$ cat src/logic/bfpath_pkg.sv
// Package of constants for the breaker failure timing paths block
package bfpath_pkg;
   // ----------------------------------------------------------------
   // Time base
   // ----------------------------------------------------------------
   localparam int unsigned CLK_HZ        = 40000000;   // Reference clock
   localparam int unsigned TICK_US       = 1000;       // Timer resolution
   localparam int unsigned TICK_CYCLES   = CLK_HZ / 1000000 * TICK_US;
   localparam int          TICK_W        = 16;         // Prescaler width
   // ----------------------------------------------------------------
   // Setting widths and ranges
   // ----------------------------------------------------------------
   localparam int          DLY_W         = 16;         // Delay in ms
   localparam int          PU_W          = 12;         // Pickup, 0.01 pu
   localparam logic [DLY_W-1:0] DLY_MAX  = 16'hea60;   // 60.000 s
   localparam logic [PU_W-1:0]  PU_MIN   = 12'h001;    // 0.01 pu
   localparam logic [PU_W-1:0]  PU_MAX   = 12'hbb8;    // 30.00 pu
   // ----------------------------------------------------------------
   // Default settings
   // ----------------------------------------------------------------
   localparam logic [PU_W-1:0]  PU_DEF   = 12'h00a;    // 0.10 pu
   localparam logic [DLY_W-1:0] T1_DEF   = 16'h004b;   // 0.075 s
   localparam logic [DLY_W-1:0] T2_DEF   = 16'h0096;   // 0.150 s
   localparam logic [DLY_W-1:0] T3_DEF   = 16'h01f4;   // 0.500 s
   localparam logic [DLY_W-1:0] LS_DEF   = 16'h0000;   // 0.000 s
   localparam logic [DLY_W-1:0] DO_DEF   = 16'hafc8;   // 45.000 s
   localparam logic [DLY_W-1:0] DLY_ZERO = 16'h0000;   // Cleared count
   localparam logic [DLY_W-1:0] DLY_ONE  = 16'h0001;   // One tick
   localparam int          NPH           = 3;          // Phases
   // Low-set stage states
   typedef enum logic [1:0] {BFPATH_LS_IDLE, BFPATH_LS_RUN,
                             BFPATH_LS_DONE} bfpath_ls_t;
endpackage : bfpath_pkg

$ cat src/logic/bfpath_top.sv
// Breaker failure timing paths for one bus source
`timescale 1ns/10ps
module bfpath_top
   import bfpath_pkg::*;
#(
   parameter int unsigned TICK_DIV = TICK_CYCLES   // Cycles per ms tick
) (
   input  wire logic              ref_clk,          // 40 MHz clock
   input  wire logic              sys_rst,          // Sync reset, high
   input  wire logic              bf_initiate,      // OR of initiates
   input  wire logic              seal_in_en,       // Seal-in enable
   input  wire logic              cur_sup_en,       // Current supervise
   input  wire logic              early_pos1_used,  // Early 1 assigned
   input  wire logic              early_pos2_used,  // Early 2 assigned
   input  wire logic              early_open_aux_contact1, // Open = 1
   input  wire logic              early_open_aux_contact2, // Open = 1
   input  wire logic              pos1_used,        // Aux 1 assigned
   input  wire logic              pos2_used,        // Aux 2 assigned
   input  wire logic              normal_aux_contact1, // Open = 1
   input  wire logic              normal_aux_contact2, // Open = 1
   input  wire logic              in_test1,         // In-test operand 1
   input  wire logic              in_test2,         // In-test operand 2
   input  wire logic              in_test1_failsafe,// Source 1 lost
   input  wire logic              in_test2_failsafe,// Source 2 lost
   input  wire logic [NPH-1:0]    ph_above_sup,     // I > sup pickup
   input  wire logic [NPH-1:0]    ph_above_hi,      // I > high-set
   input  wire logic [NPH-1:0]    ph_above_lo,      // I > low-set
   input  wire logic [DLY_W-1:0]  t1_dly_ms,        // Timer 1 delay
   input  wire logic [DLY_W-1:0]  t2_dly_ms,        // Timer 2 delay
   input  wire logic [DLY_W-1:0]  t3_dly_ms,        // Timer 3 delay
   input  wire logic [DLY_W-1:0]  ls_dly_ms,        // Low-set delay
   input  wire logic [DLY_W-1:0]  dropout_ms,       // Trip dropout
   output logic                   breaker_failure_op,   // Operate
   output logic                   breaker_failure_trip, // Sealed trip
   output logic                   path1_fail,       // Path 1 outcome
   output logic                   path2_fail,       // Path 2 outcome
   output logic                   path3_fail        // Path 3 outcome
);
   // ----------------------------------------------------------------
   // Declarations
   // ----------------------------------------------------------------
   logic [TICK_W-1:0] tick_cnt_q;      // Millisecond prescaler
   logic              tick;            // One-cycle ms strobe
   logic              init_q;          // Previous initiation
   logic              seal_q;          // Sealed-in initiation
   logic [DLY_W-1:0]  t1_q;            // Timer 1 elapsed ms
   logic [DLY_W-1:0]  t2_q;            // Timer 2 elapsed ms
   logic [DLY_W-1:0]  t3_q;            // Timer 3 elapsed ms
   logic [DLY_W-1:0]  ls_q;            // Low-set elapsed ms
   logic [DLY_W-1:0]  do_q;            // Dropout remaining ms
   bfpath_ls_t        ls_st_q;         // Low-set stage state
   logic              p1_q;            // Path 1 failure
   logic              p2_q;            // Path 2 failure
   logic              p3_q;            // Path 3 failure
   logic              op_q;            // Operate register
   logic              trip_q;          // Trip register
   // ----------------------------------------------------------------
   // Decode
   // ----------------------------------------------------------------
   wire any_sup    = |ph_above_sup;
   wire any_hi     = |ph_above_hi;
   wire any_lo     = |ph_above_lo;
   // Seal-in keeps initiation alive while current flows
   wire init_raw   = bf_initiate | (seal_in_en & seal_q & any_sup);
   // Supervision lets timers 1, 2 and low-set run only with current above pickup
   wire init_act   = init_raw & (~cur_sup_en | any_sup);
   wire init_rise  = init_act & ~init_q;
   // Path 1 exists only if an early input is assigned
   wire p1_en      = early_pos1_used | early_pos2_used;
   wire early_open = (early_pos1_used & early_open_aux_contact1) |
                     (early_pos2_used & early_open_aux_contact2);
   // Path 3 exists only if an aux input is assigned
   wire p3_en      = pos1_used | pos2_used;
   wire aux_open   = (pos1_used & normal_aux_contact1) |
                     (pos2_used & normal_aux_contact2);
   // In-test block, failsafe-forced values ignored
   wire test_blk   = (in_test1 & ~in_test1_failsafe) |
                     (in_test2 & ~in_test2_failsafe);
   // Path 3 uses raw initiation, no undercurrent block
   wire p3_run     = init_raw & p3_en & ~test_blk;
   wire t1_exp     = (t1_q >= t1_dly_ms);
   wire t2_exp     = (t2_q >= t2_dly_ms);
   wire t3_exp     = (t3_q >= t3_dly_ms);
   wire ls_exp     = (ls_q >= ls_dly_ms);
   wire p1_d       = p1_en & init_act & t1_exp & ~early_open;
   wire p2_hi      = init_act & t2_exp & any_hi;
   wire p2_lo      = init_act & (ls_st_q == BFPATH_LS_DONE) & any_lo;
   wire p3_d       = p3_run & t3_exp & ~aux_open;
   wire op_d       = p1_d | p2_hi | p2_lo | p3_d;
   wire tick_wrap  = (tick_cnt_q == TICK_W'(TICK_DIV - 1));
   // ----------------------------------------------------------------
   // Millisecond time base
   // ----------------------------------------------------------------
   always_ff @(posedge ref_clk) begin
      if (sys_rst | tick_wrap) begin
         tick_cnt_q <= '0;             // Restart prescaler
      end else begin
         tick_cnt_q <= tick_cnt_q + 1'b1;
      end
   end
   assign tick = tick_wrap;
   // ----------------------------------------------------------------
   // Initiation tracking and seal-in
   // ----------------------------------------------------------------
   always_ff @(posedge ref_clk) begin
      if (sys_rst) begin
         init_q <= 1'b0;
         seal_q <= 1'b0;
      end else begin
         init_q <= init_act;
         seal_q <= init_raw;
      end
   end
   // ----------------------------------------------------------------
   // Timers 1 and 2: count ms while initiated, saturate
   // ----------------------------------------------------------------
   always_ff @(posedge ref_clk) begin
      if (sys_rst | ~init_act | init_rise) begin
         t1_q <= DLY_ZERO;
         t2_q <= DLY_ZERO;
      end else if (tick) begin
         if (t1_q != DLY_MAX) t1_q <= t1_q + DLY_ONE;
         if (t2_q != DLY_MAX) t2_q <= t2_q + DLY_ONE;
      end
   end
   // ----------------------------------------------------------------
   // Timer 3: slow path
   // ----------------------------------------------------------------
   always_ff @(posedge ref_clk) begin
      if (sys_rst | ~p3_run) begin
         t3_q <= DLY_ZERO;
      end else if (tick && t3_q != DLY_MAX) begin
         t3_q <= t3_q + DLY_ONE;
      end
   end
   // ----------------------------------------------------------------
   // Low-set stage after timer 2 expiry
   // ----------------------------------------------------------------
   always_ff @(posedge ref_clk) begin
      if (sys_rst | ~init_act | init_rise) begin
         ls_st_q <= BFPATH_LS_IDLE;
         ls_q    <= DLY_ZERO;
      end else begin
         unique case (ls_st_q)
            BFPATH_LS_IDLE: begin      // Wait timer 2
               if (t2_exp) ls_st_q <= BFPATH_LS_RUN;
            end
            BFPATH_LS_RUN: begin       // Time low-set delay
               if (ls_exp) ls_st_q <= BFPATH_LS_DONE;
               else if (tick) ls_q <= ls_q + DLY_ONE;
            end
            BFPATH_LS_DONE: begin      // Hold until removal
               ls_st_q <= BFPATH_LS_DONE;
            end
            default: ls_st_q <= BFPATH_LS_IDLE;
         endcase
      end
   end
   // ----------------------------------------------------------------
   // Outcomes, operate and trip hold
   // ----------------------------------------------------------------
   always_ff @(posedge ref_clk) begin
      if (sys_rst) begin
         p1_q <= 1'b0;
         p2_q <= 1'b0;
         p3_q <= 1'b0;
         op_q <= 1'b0;
      end else begin
         p1_q <= p1_d;
         p2_q <= p2_hi | p2_lo;
         p3_q <= p3_d;
         op_q <= op_d;
      end
   end
   always_ff @(posedge ref_clk) begin
      if (sys_rst) begin
         do_q   <= DLY_ZERO;
         trip_q <= 1'b0;
      end else if (op_d) begin
         do_q   <= dropout_ms;
         trip_q <= 1'b1;
      end else if (tick && do_q != DLY_ZERO) begin
         do_q   <= do_q - DLY_ONE;
         trip_q <= (do_q != DLY_ONE);
      end else if (do_q == DLY_ZERO) begin
         trip_q <= 1'b0;
      end
   end
   assign breaker_failure_op   = op_q;
   assign breaker_failure_trip = trip_q;
   assign path1_fail           = p1_q;
   assign path2_fail           = p2_q;
   assign path3_fail           = p3_q;
endmodule : bfpath_top

$ cat config.mk
export PLATFORM = sky130hd
export DESIGN_NAME = bfpath_top
export DESIGN_NICKNAME = d
export VERILOG_FILES = /design/src/logic/bfpath_pkg.sv /design/src/logic/bfpath_top.sv
export SDC_FILE = /design/constraint.sdc
export NUM_CORES = 1
export LEC_CHECK = 0
export BUFFER_PORTS_ARGS = -buffer_cell sky130_fd_sc_hd__buf_2
export CAP_MARGIN = 20
export CORE_MARGIN = 5
export CORE_UTILIZATION = 57
export DETAILED_ROUTE_END_ITERATION = 10
export PLACE_DENSITY = 0.82
export SLEW_MARGIN = 0
export SYNTH_ARGS = -nofsm -noshare
export SYNTH_HDL_FRONTEND = slang
export SYNTH_SLANG_ARGS = --single-unit
$ cat constraint.sdc
create_clock -name ref_clk -period 3.3 [get_ports ref_clk]
set_input_delay 0.33 -clock ref_clk [delete_from_list [all_inputs] [get_ports ref_clk]]
set_output_delay 0.33 -clock ref_clk [all_outputs]
set_load 0.01 [all_outputs]
Word level (Yosys, flattened, before mapping)
Cells that the tools add are included.
Operators by class
  reductions and logical operators: 14
  div/mod/pow operators: 0
  $add $sub $neg: 6
  shifts and indexed selects: 0
  multipliers: 0
  $lt $le $gt $ge: 4
  equality and inequality tests: 9
  mux-type cells: 8
  bitwise operators: 46
Operators by type and width (count)
  adder 16 x 1 -> 16 bit, second input constant: 5
  greater-or-equal comparator 16 bit: 4
  inequality test 16 bit, second input constant: 3
  two-way mux 16 bit: 2
  AND 1 bit: 21
  == test 16 bit, second input constant: 1
  zero test 16 bit: 1
  inequality test 16 x 1 -> 1 bit, second input constant: 1
  nonzero test 16 bit: 1
  subtractor 16 x 1 -> 16 bit, second input constant: 1
  bitwise OR 1 bit: 15
  NOT 1 bit: 10
  OR reduction 3 bit: 3
  case mux 2 bit (3 select lines): 1
  AND reduction 2 bit: 3
  two-way mux 2 bit: 2
  inequality test 2 bit, second input constant: 2
  two-way mux 1 bit: 3
  AND reduction 3 bit: 1
  nonzero test 3 bit: 1
  == test 2 x 1 -> 1 bit, second input constant: 1
  == test 2 bit, second input constant: 1
  logical AND 1 bit: 2
  zero test 2 bit: 1
  nonzero test 2 bit: 1
Storage, ports and cells
  memories: 0
  memory bits (read-only): 0
  latch bits: 0
  bits in writable memories: 0
  bits in registers: 105

Depth between registers and ports, before layout
  depth in word-level cells: 11
  gate-level depth with buffers: 10
  mapped depth without buffers: 9

Worst setup path after synthesis
OpenSTA, ideal clock, no wires.
  path type: reg-to-reg
  from: register tick_cnt_q[13]
  to: register t3_q[15]
  setup slack: 699 ps
  data arrival time: 2487 ps
  cell stages (with the launch flop): 9
  clock period less this slack: 2601 ps
  path through: dfxtp_1 or4b_1 or4_1 or2_1 or4_1 clkbuf_2 nor3_1 nor3b_1 a21o_1
Between the ends
  word-level cells in the longest chain between the ends: 2
RTL lines
  start: declaration: line bfpath_top.sv:42  | logic [TICK_W-1:0] tick_cnt_q;
  start signal: assignment: line bfpath_top.sv:98  | tick_cnt_q <= tick_cnt_q + 1'b1;
  == test 16 bit: line bfpath_top.sv:90  | wire tick_wrap = (tick_cnt_q == TICK_W'(TICK_DIV - 1));
  logical AND 1 bit: line bfpath_top.sv:132  | end else if (tick && t3_q != DLY_MAX) begin
  end signal: assignment: line bfpath_top.sv:133  | t3_q <= t3_q + DLY_ONE;
  end: declaration: line bfpath_top.sv:48  | logic [DLY_W-1:0] t3_q;
No other way between the ends.
A chain may end at the register's enable or synchronous reset.

Worst setup path in the final report
  from: register tick_cnt_q[13]
  to: register do_q[15]
Between the ends
  word-level cells in the longest chain between the ends: 3
RTL lines
  == test 16 bit: line bfpath_top.sv:90
  logical AND 1 bit: line bfpath_top.sv:182  | end else if (tick && do_q != DLY_ZERO) begin
  nonzero test 2 bit (no line)
  end signal: assignment: line bfpath_top.sv:180  | do_q <= dropout_ms;
  end signal: assignment: line bfpath_top.sv:183  | do_q <= do_q - DLY_ONE;
  end: declaration: line bfpath_top.sv:50  | logic [DLY_W-1:0] do_q;
No other way between the ends.

==> run_summary.xml <==
<?xml version="1.0" encoding="UTF-8"?>
<metrics>
  <group name="layout">
    <metric name="area_delta_synth_final" unit="%">15.7</metric>
    <metric name="design.final.nets" unit="">1105</metric>
    <metric name="mostFrequentLayoutCell" unit="">buf_2</metric>
    <metric name="post_route_cells_drive_above_1_share" unit="%">15.0</metric>
    <metric name="finish.instance_area" unit="sq um">7650</metric>
    <metric name="insertedDiodeCount" unit="">0</metric>
    <metric name="layout_common_cells" unit="">buf_2 (110), dfxtp_1 (105), nor2_1 (88)</metric>
    <metric name="final_core_util" unit="%">67.2</metric>
  </group>
  <group name="power">
    <metric name="power.static_leakage" unit="nW">3.34</metric>
    <metric name="pwr_density_cell" unit="nW/um^2">337</metric>
    <metric name="peakVddDrop" unit="V">0.000394</metric>
  </group>
  <group name="min_path">
    <metric name="timing.hold.worst.class" unit="">input pin to flip-flop</metric>
  </group>
  <group name="grt">
    <metric name="grt_start_max_net_pins" unit="">33</metric>
    <metric name="grt_pass1_wl" unit="microns">25200</metric>
    <metric name="overflow" unit="">0</metric>
    <metric name="grt_util_all_layers" unit="%">21.1</metric>
    <metric name="first_global_vias" unit="">5698</metric>
    <metric name="initial_antenna_violation_count" unit="">0</metric>
  </group>
  <group name="floorplanning">
    <metric name="die_area" unit="sq um">13800</metric>
    <metric name="top_level_ports" unit="">111</metric>
    <metric name="placeableCoreArea" unit="sq um">11400</metric>
    <metric name="initial_utilization" unit="%">58.1</metric>
    <metric name="rows" unit="">39</metric>
    <metric name="die_outline_height" unit="microns">118</metric>
    <metric name="fp.dieW" unit="microns">118</metric>
  </group>
  <group name="logic_synthesis">
    <metric name="yosysWarnings" unit="">0</metric>
    <metric name="synthesis.instances" unit="">812</metric>
    <metric name="syn-mean-instance-area" unit="sq um">8.14</metric>
    <metric name="postSynthNetCount" unit="">995</metric>
    <metric name="syn-cell-area" unit="sq um">6610</metric>
    <metric name="synth-seq-cells" unit="">105</metric>
    <metric name="synth-edff-count" unit="">0</metric>
    <metric name="synth.lib_cells_used.distinct" unit="">56</metric>
    <metric name="synthDominantAreaCellType" unit="">dfxtp_1</metric>
    <metric name="synth_top_cell_area_share" unit="%">31.8</metric>
    <metric name="fraction_of_synthesis_flops_using_an_asynchronous_set_or_reset_pin" unit="%">0</metric>
    <metric name="synth_flop_cell" unit="">dfxtp_1</metric>
    <metric name="ys_seq_area_share" unit="%">31.8</metric>
    <metric name="biggest_area_contributors_in_the_synthesized_netlist" unit="">dfxtp_1 (32%), ha_1 (15%), nor2_1 (5.0%)</metric>
  </group>
  <group name="cts">
    <metric name="cts_tree" unit="">built</metric>
    <metric name="clock-sinks" unit="">105</metric>
    <metric name="ctsRootBufferMaster" unit="">clkbuf_16</metric>
    <metric name="worstSkewPairLatency" unit="ns">0.35</metric>
    <metric name="clk_pin_slew" unit="ns">0.07</metric>
    <metric name="cts_inserted_buffers" unit="">9</metric>
    <metric name="clk_path_buf_depth" unit="">2</metric>
    <metric name="htreeDepth" unit="">3</metric>
    <metric name="postCtsSetupRepairBufs" unit="">0</metric>
    <metric name="post_cts.resized_instances" unit="">0</metric>
    <metric name="cts-hold-fix-buffers" unit="">0</metric>
  </group>
  <group name="routing">
    <metric name="post-route-drc-count" unit="">0</metric>
    <metric name="drt-pass1-iter-count" unit="">4</metric>
    <metric name="detail_route.wl_per_cell" unit="microns">13.6</metric>
    <metric name="detail_routed_via_count_per_cell" unit="">5.55</metric>
    <metric name="wl_final" unit="microns">14500</metric>
    <metric name="initialDrtViolationCount" unit="">270</metric>
    <metric name="num_vias" unit="">5936</metric>
    <metric name="antenna_violating_nets_post_route" unit="">0</metric>
  </group>
  <group name="timing">
    <metric name="actual_slew_at_the_worst_max_slew_pin" unit="ns">0.781</metric>
    <metric name="setup_viol_count_final" unit="">0</metric>
    <metric name="timing.fmax" unit="GHz">0.341</metric>
    <metric name="finalHoldViolations" unit="">0</metric>
    <metric name="max-slew-margin-rel" unit="%">47.7</metric>
    <metric name="timing.clock.skew" unit="ns">0.00898</metric>
    <metric name="grt_setup_unrepaired" unit="">false</metric>
    <metric name="final_period_minus_worst_setup_slack" unit="ns">2.93</metric>
    <metric name="setup-tns-final" unit="ns">0</metric>
    <metric name="final_max_slew_viol_count" unit="">0</metric>
    <metric name="fin_crit_share" unit="%">88.8</metric>
  </group>
  <group name="worst_setup_path">
    <metric name="setup.worst_path.class" unit="">flip-flop to flip-flop</metric>
    <metric name="type_of_origin_of_the_critical_path" unit="">flip-flop</metric>
    <metric name="worstSetupEndpointType" unit="">flip-flop</metric>
    <metric name="required" unit="ns">3.56</metric>
    <metric name="worst-path-max-fanout" unit="">8</metric>
    <metric name="data_arrival_time_of_the_critical_path" unit="ns">3.19</metric>
  </group>
  <group name="placed_design">
    <metric name="postPlaceCellArea" unit="sq um">7310</metric>
    <metric name="gpl.final_weighted_congestion" unit="">0.866</metric>
    <metric name="half_perimeter_wire_length_after_detailed_placement" unit="microns">11400</metric>
    <metric name="placement.io_buffers" unit="">110</metric>
  </group>
  <group name="status">
    <metric name="status" unit="">finished clean</metric>
  </group>
  <group name="job">
    <metric name="max_cap_viol_count" unit="">0</metric>
  </group>
</metrics>
[routing by layer]
| metal | global-route usage, % | vias up | part of all wire (%) |
|---|---|---|---|
| met3 | 5.09 | 13 | 6.0 |
| met4 | 5.30 | 0 | 0.99 |
| met2 | 35.5 | 135 | 46 |
| met1 | 27.2 | 2685 | 47 |
| li1 | - | 3103 | - |
| met5 | 0 | - | 0 |
[flip-flops by register name, indices dropped and copies added, names as in the netlist]
signal and count:
breaker_failure_op 1, breaker_failure_trip 1, do_q 16, init_q 1
ls_q 16, ls_st_q 2, path1_fail 1, path2_fail 1
path3_fail 1, seal_q 1, t1_q 16, t2_q 16
t3_q 16, tick_cnt_q 16
[final cells by class]
cell class | count | area, sq um
well taps | 143 | 179
inverters | 83 | 312
clock inverters | 6 | 92.6
fillers | 982 | 3720
multi-input cells | 606 | 4130
flip-flops and latches | 105 | 2100
clock buffers | 10 | 229
repair buffers | 117 | 607
[stage by stage]
| step | std cells | power, W | setup WS, ns | hold WS, ns |
|---|---|---|---|---|
| after floorplan | 812 | 0.00138 | 0.699 | 0.414 |
| after global placement | 1053 | 0.00146 | 0.188 | 0.445 |
| after detailed placement | 1053 | 0.00146 | 0.0553 | 0.464 |
| after CTS | 1069 | 0.00260 | 0.0684 | 0.257 |
| after global routing | 1070 | 0.00268 | 0.153 | 0.292 |
| final | 1070 | 0.00258 | 0.370 | 0.263 |
[worst paths after layout]
kind                         to            from  slack [ns]  cells after the start
setup reg to reg       do_q[15]  tick_cnt_q[13]        0.37                      8
hold reg to reg   tick_cnt_q[0]   tick_cnt_q[0]        0.48                      1
setup / recovery       do_q[15]  tick_cnt_q[13]        0.37                      8
hold / removal          do_q[1]   dropout_ms[1]        0.26                      3
[cell families after synthesis]
logic type / Yosys count / synth area share (%)
and+or+nand+nor: 303 / 23.6
AOI/OAI and AO/OA: 157 / 14.9
DFF: 105 / 31.8
buffers and inverters: 101 / 5.77
adders and majority gates: 77 / 14.6
xor gates and xnor gates: 64 / 8.48
muxes: 5 / 0.776
[synth_stat cells, types with 22 or more instances]
| master | count |
|---|---|
| xnor2_1 | 32 |
| a21oi_1 | 58 |
| a211oi_1 | 22 |
| ha_1 | 77 |
| dfxtp_1 | 105 |
| nand2_1 | 48 |
| inv_1 | 83 |
| nand4_1 | 26 |
| nor2_1 | 88 |
| o21ai_0 | 25 |
| nand3_1 | 27 |
| xor2_1 | 32 |
[critical path, stage by stage (launching register included)]
cell and delay, ns:
dfxtp_1 0.35, or4b_1 0.50, or4_1 0.42, or2_1 0.35, buf_4 0.21, or4_1 0.52
nor3b_1 0.19, a21oi_1 0.07, a211oi_1 0.24
[report_power, final]
| part | leakage [nW] | switching [W] | internal, W | total (W) |
|---|---|---|---|---|
| Combinational | 2.34 | 0.0000787 | 0.0000796 | 0.000158 |
| Clock | 0.149 | 0.000475 | 0.000667 | 0.00114 |
| Sequential | 0.846 | 0.00000395 | 0.00127 | 0.00127 |
| Total | 3.34 | 0.000557 | 0.00202 | 0.00258 |
No activity file was read; power rests on OpenSTA's default activity.
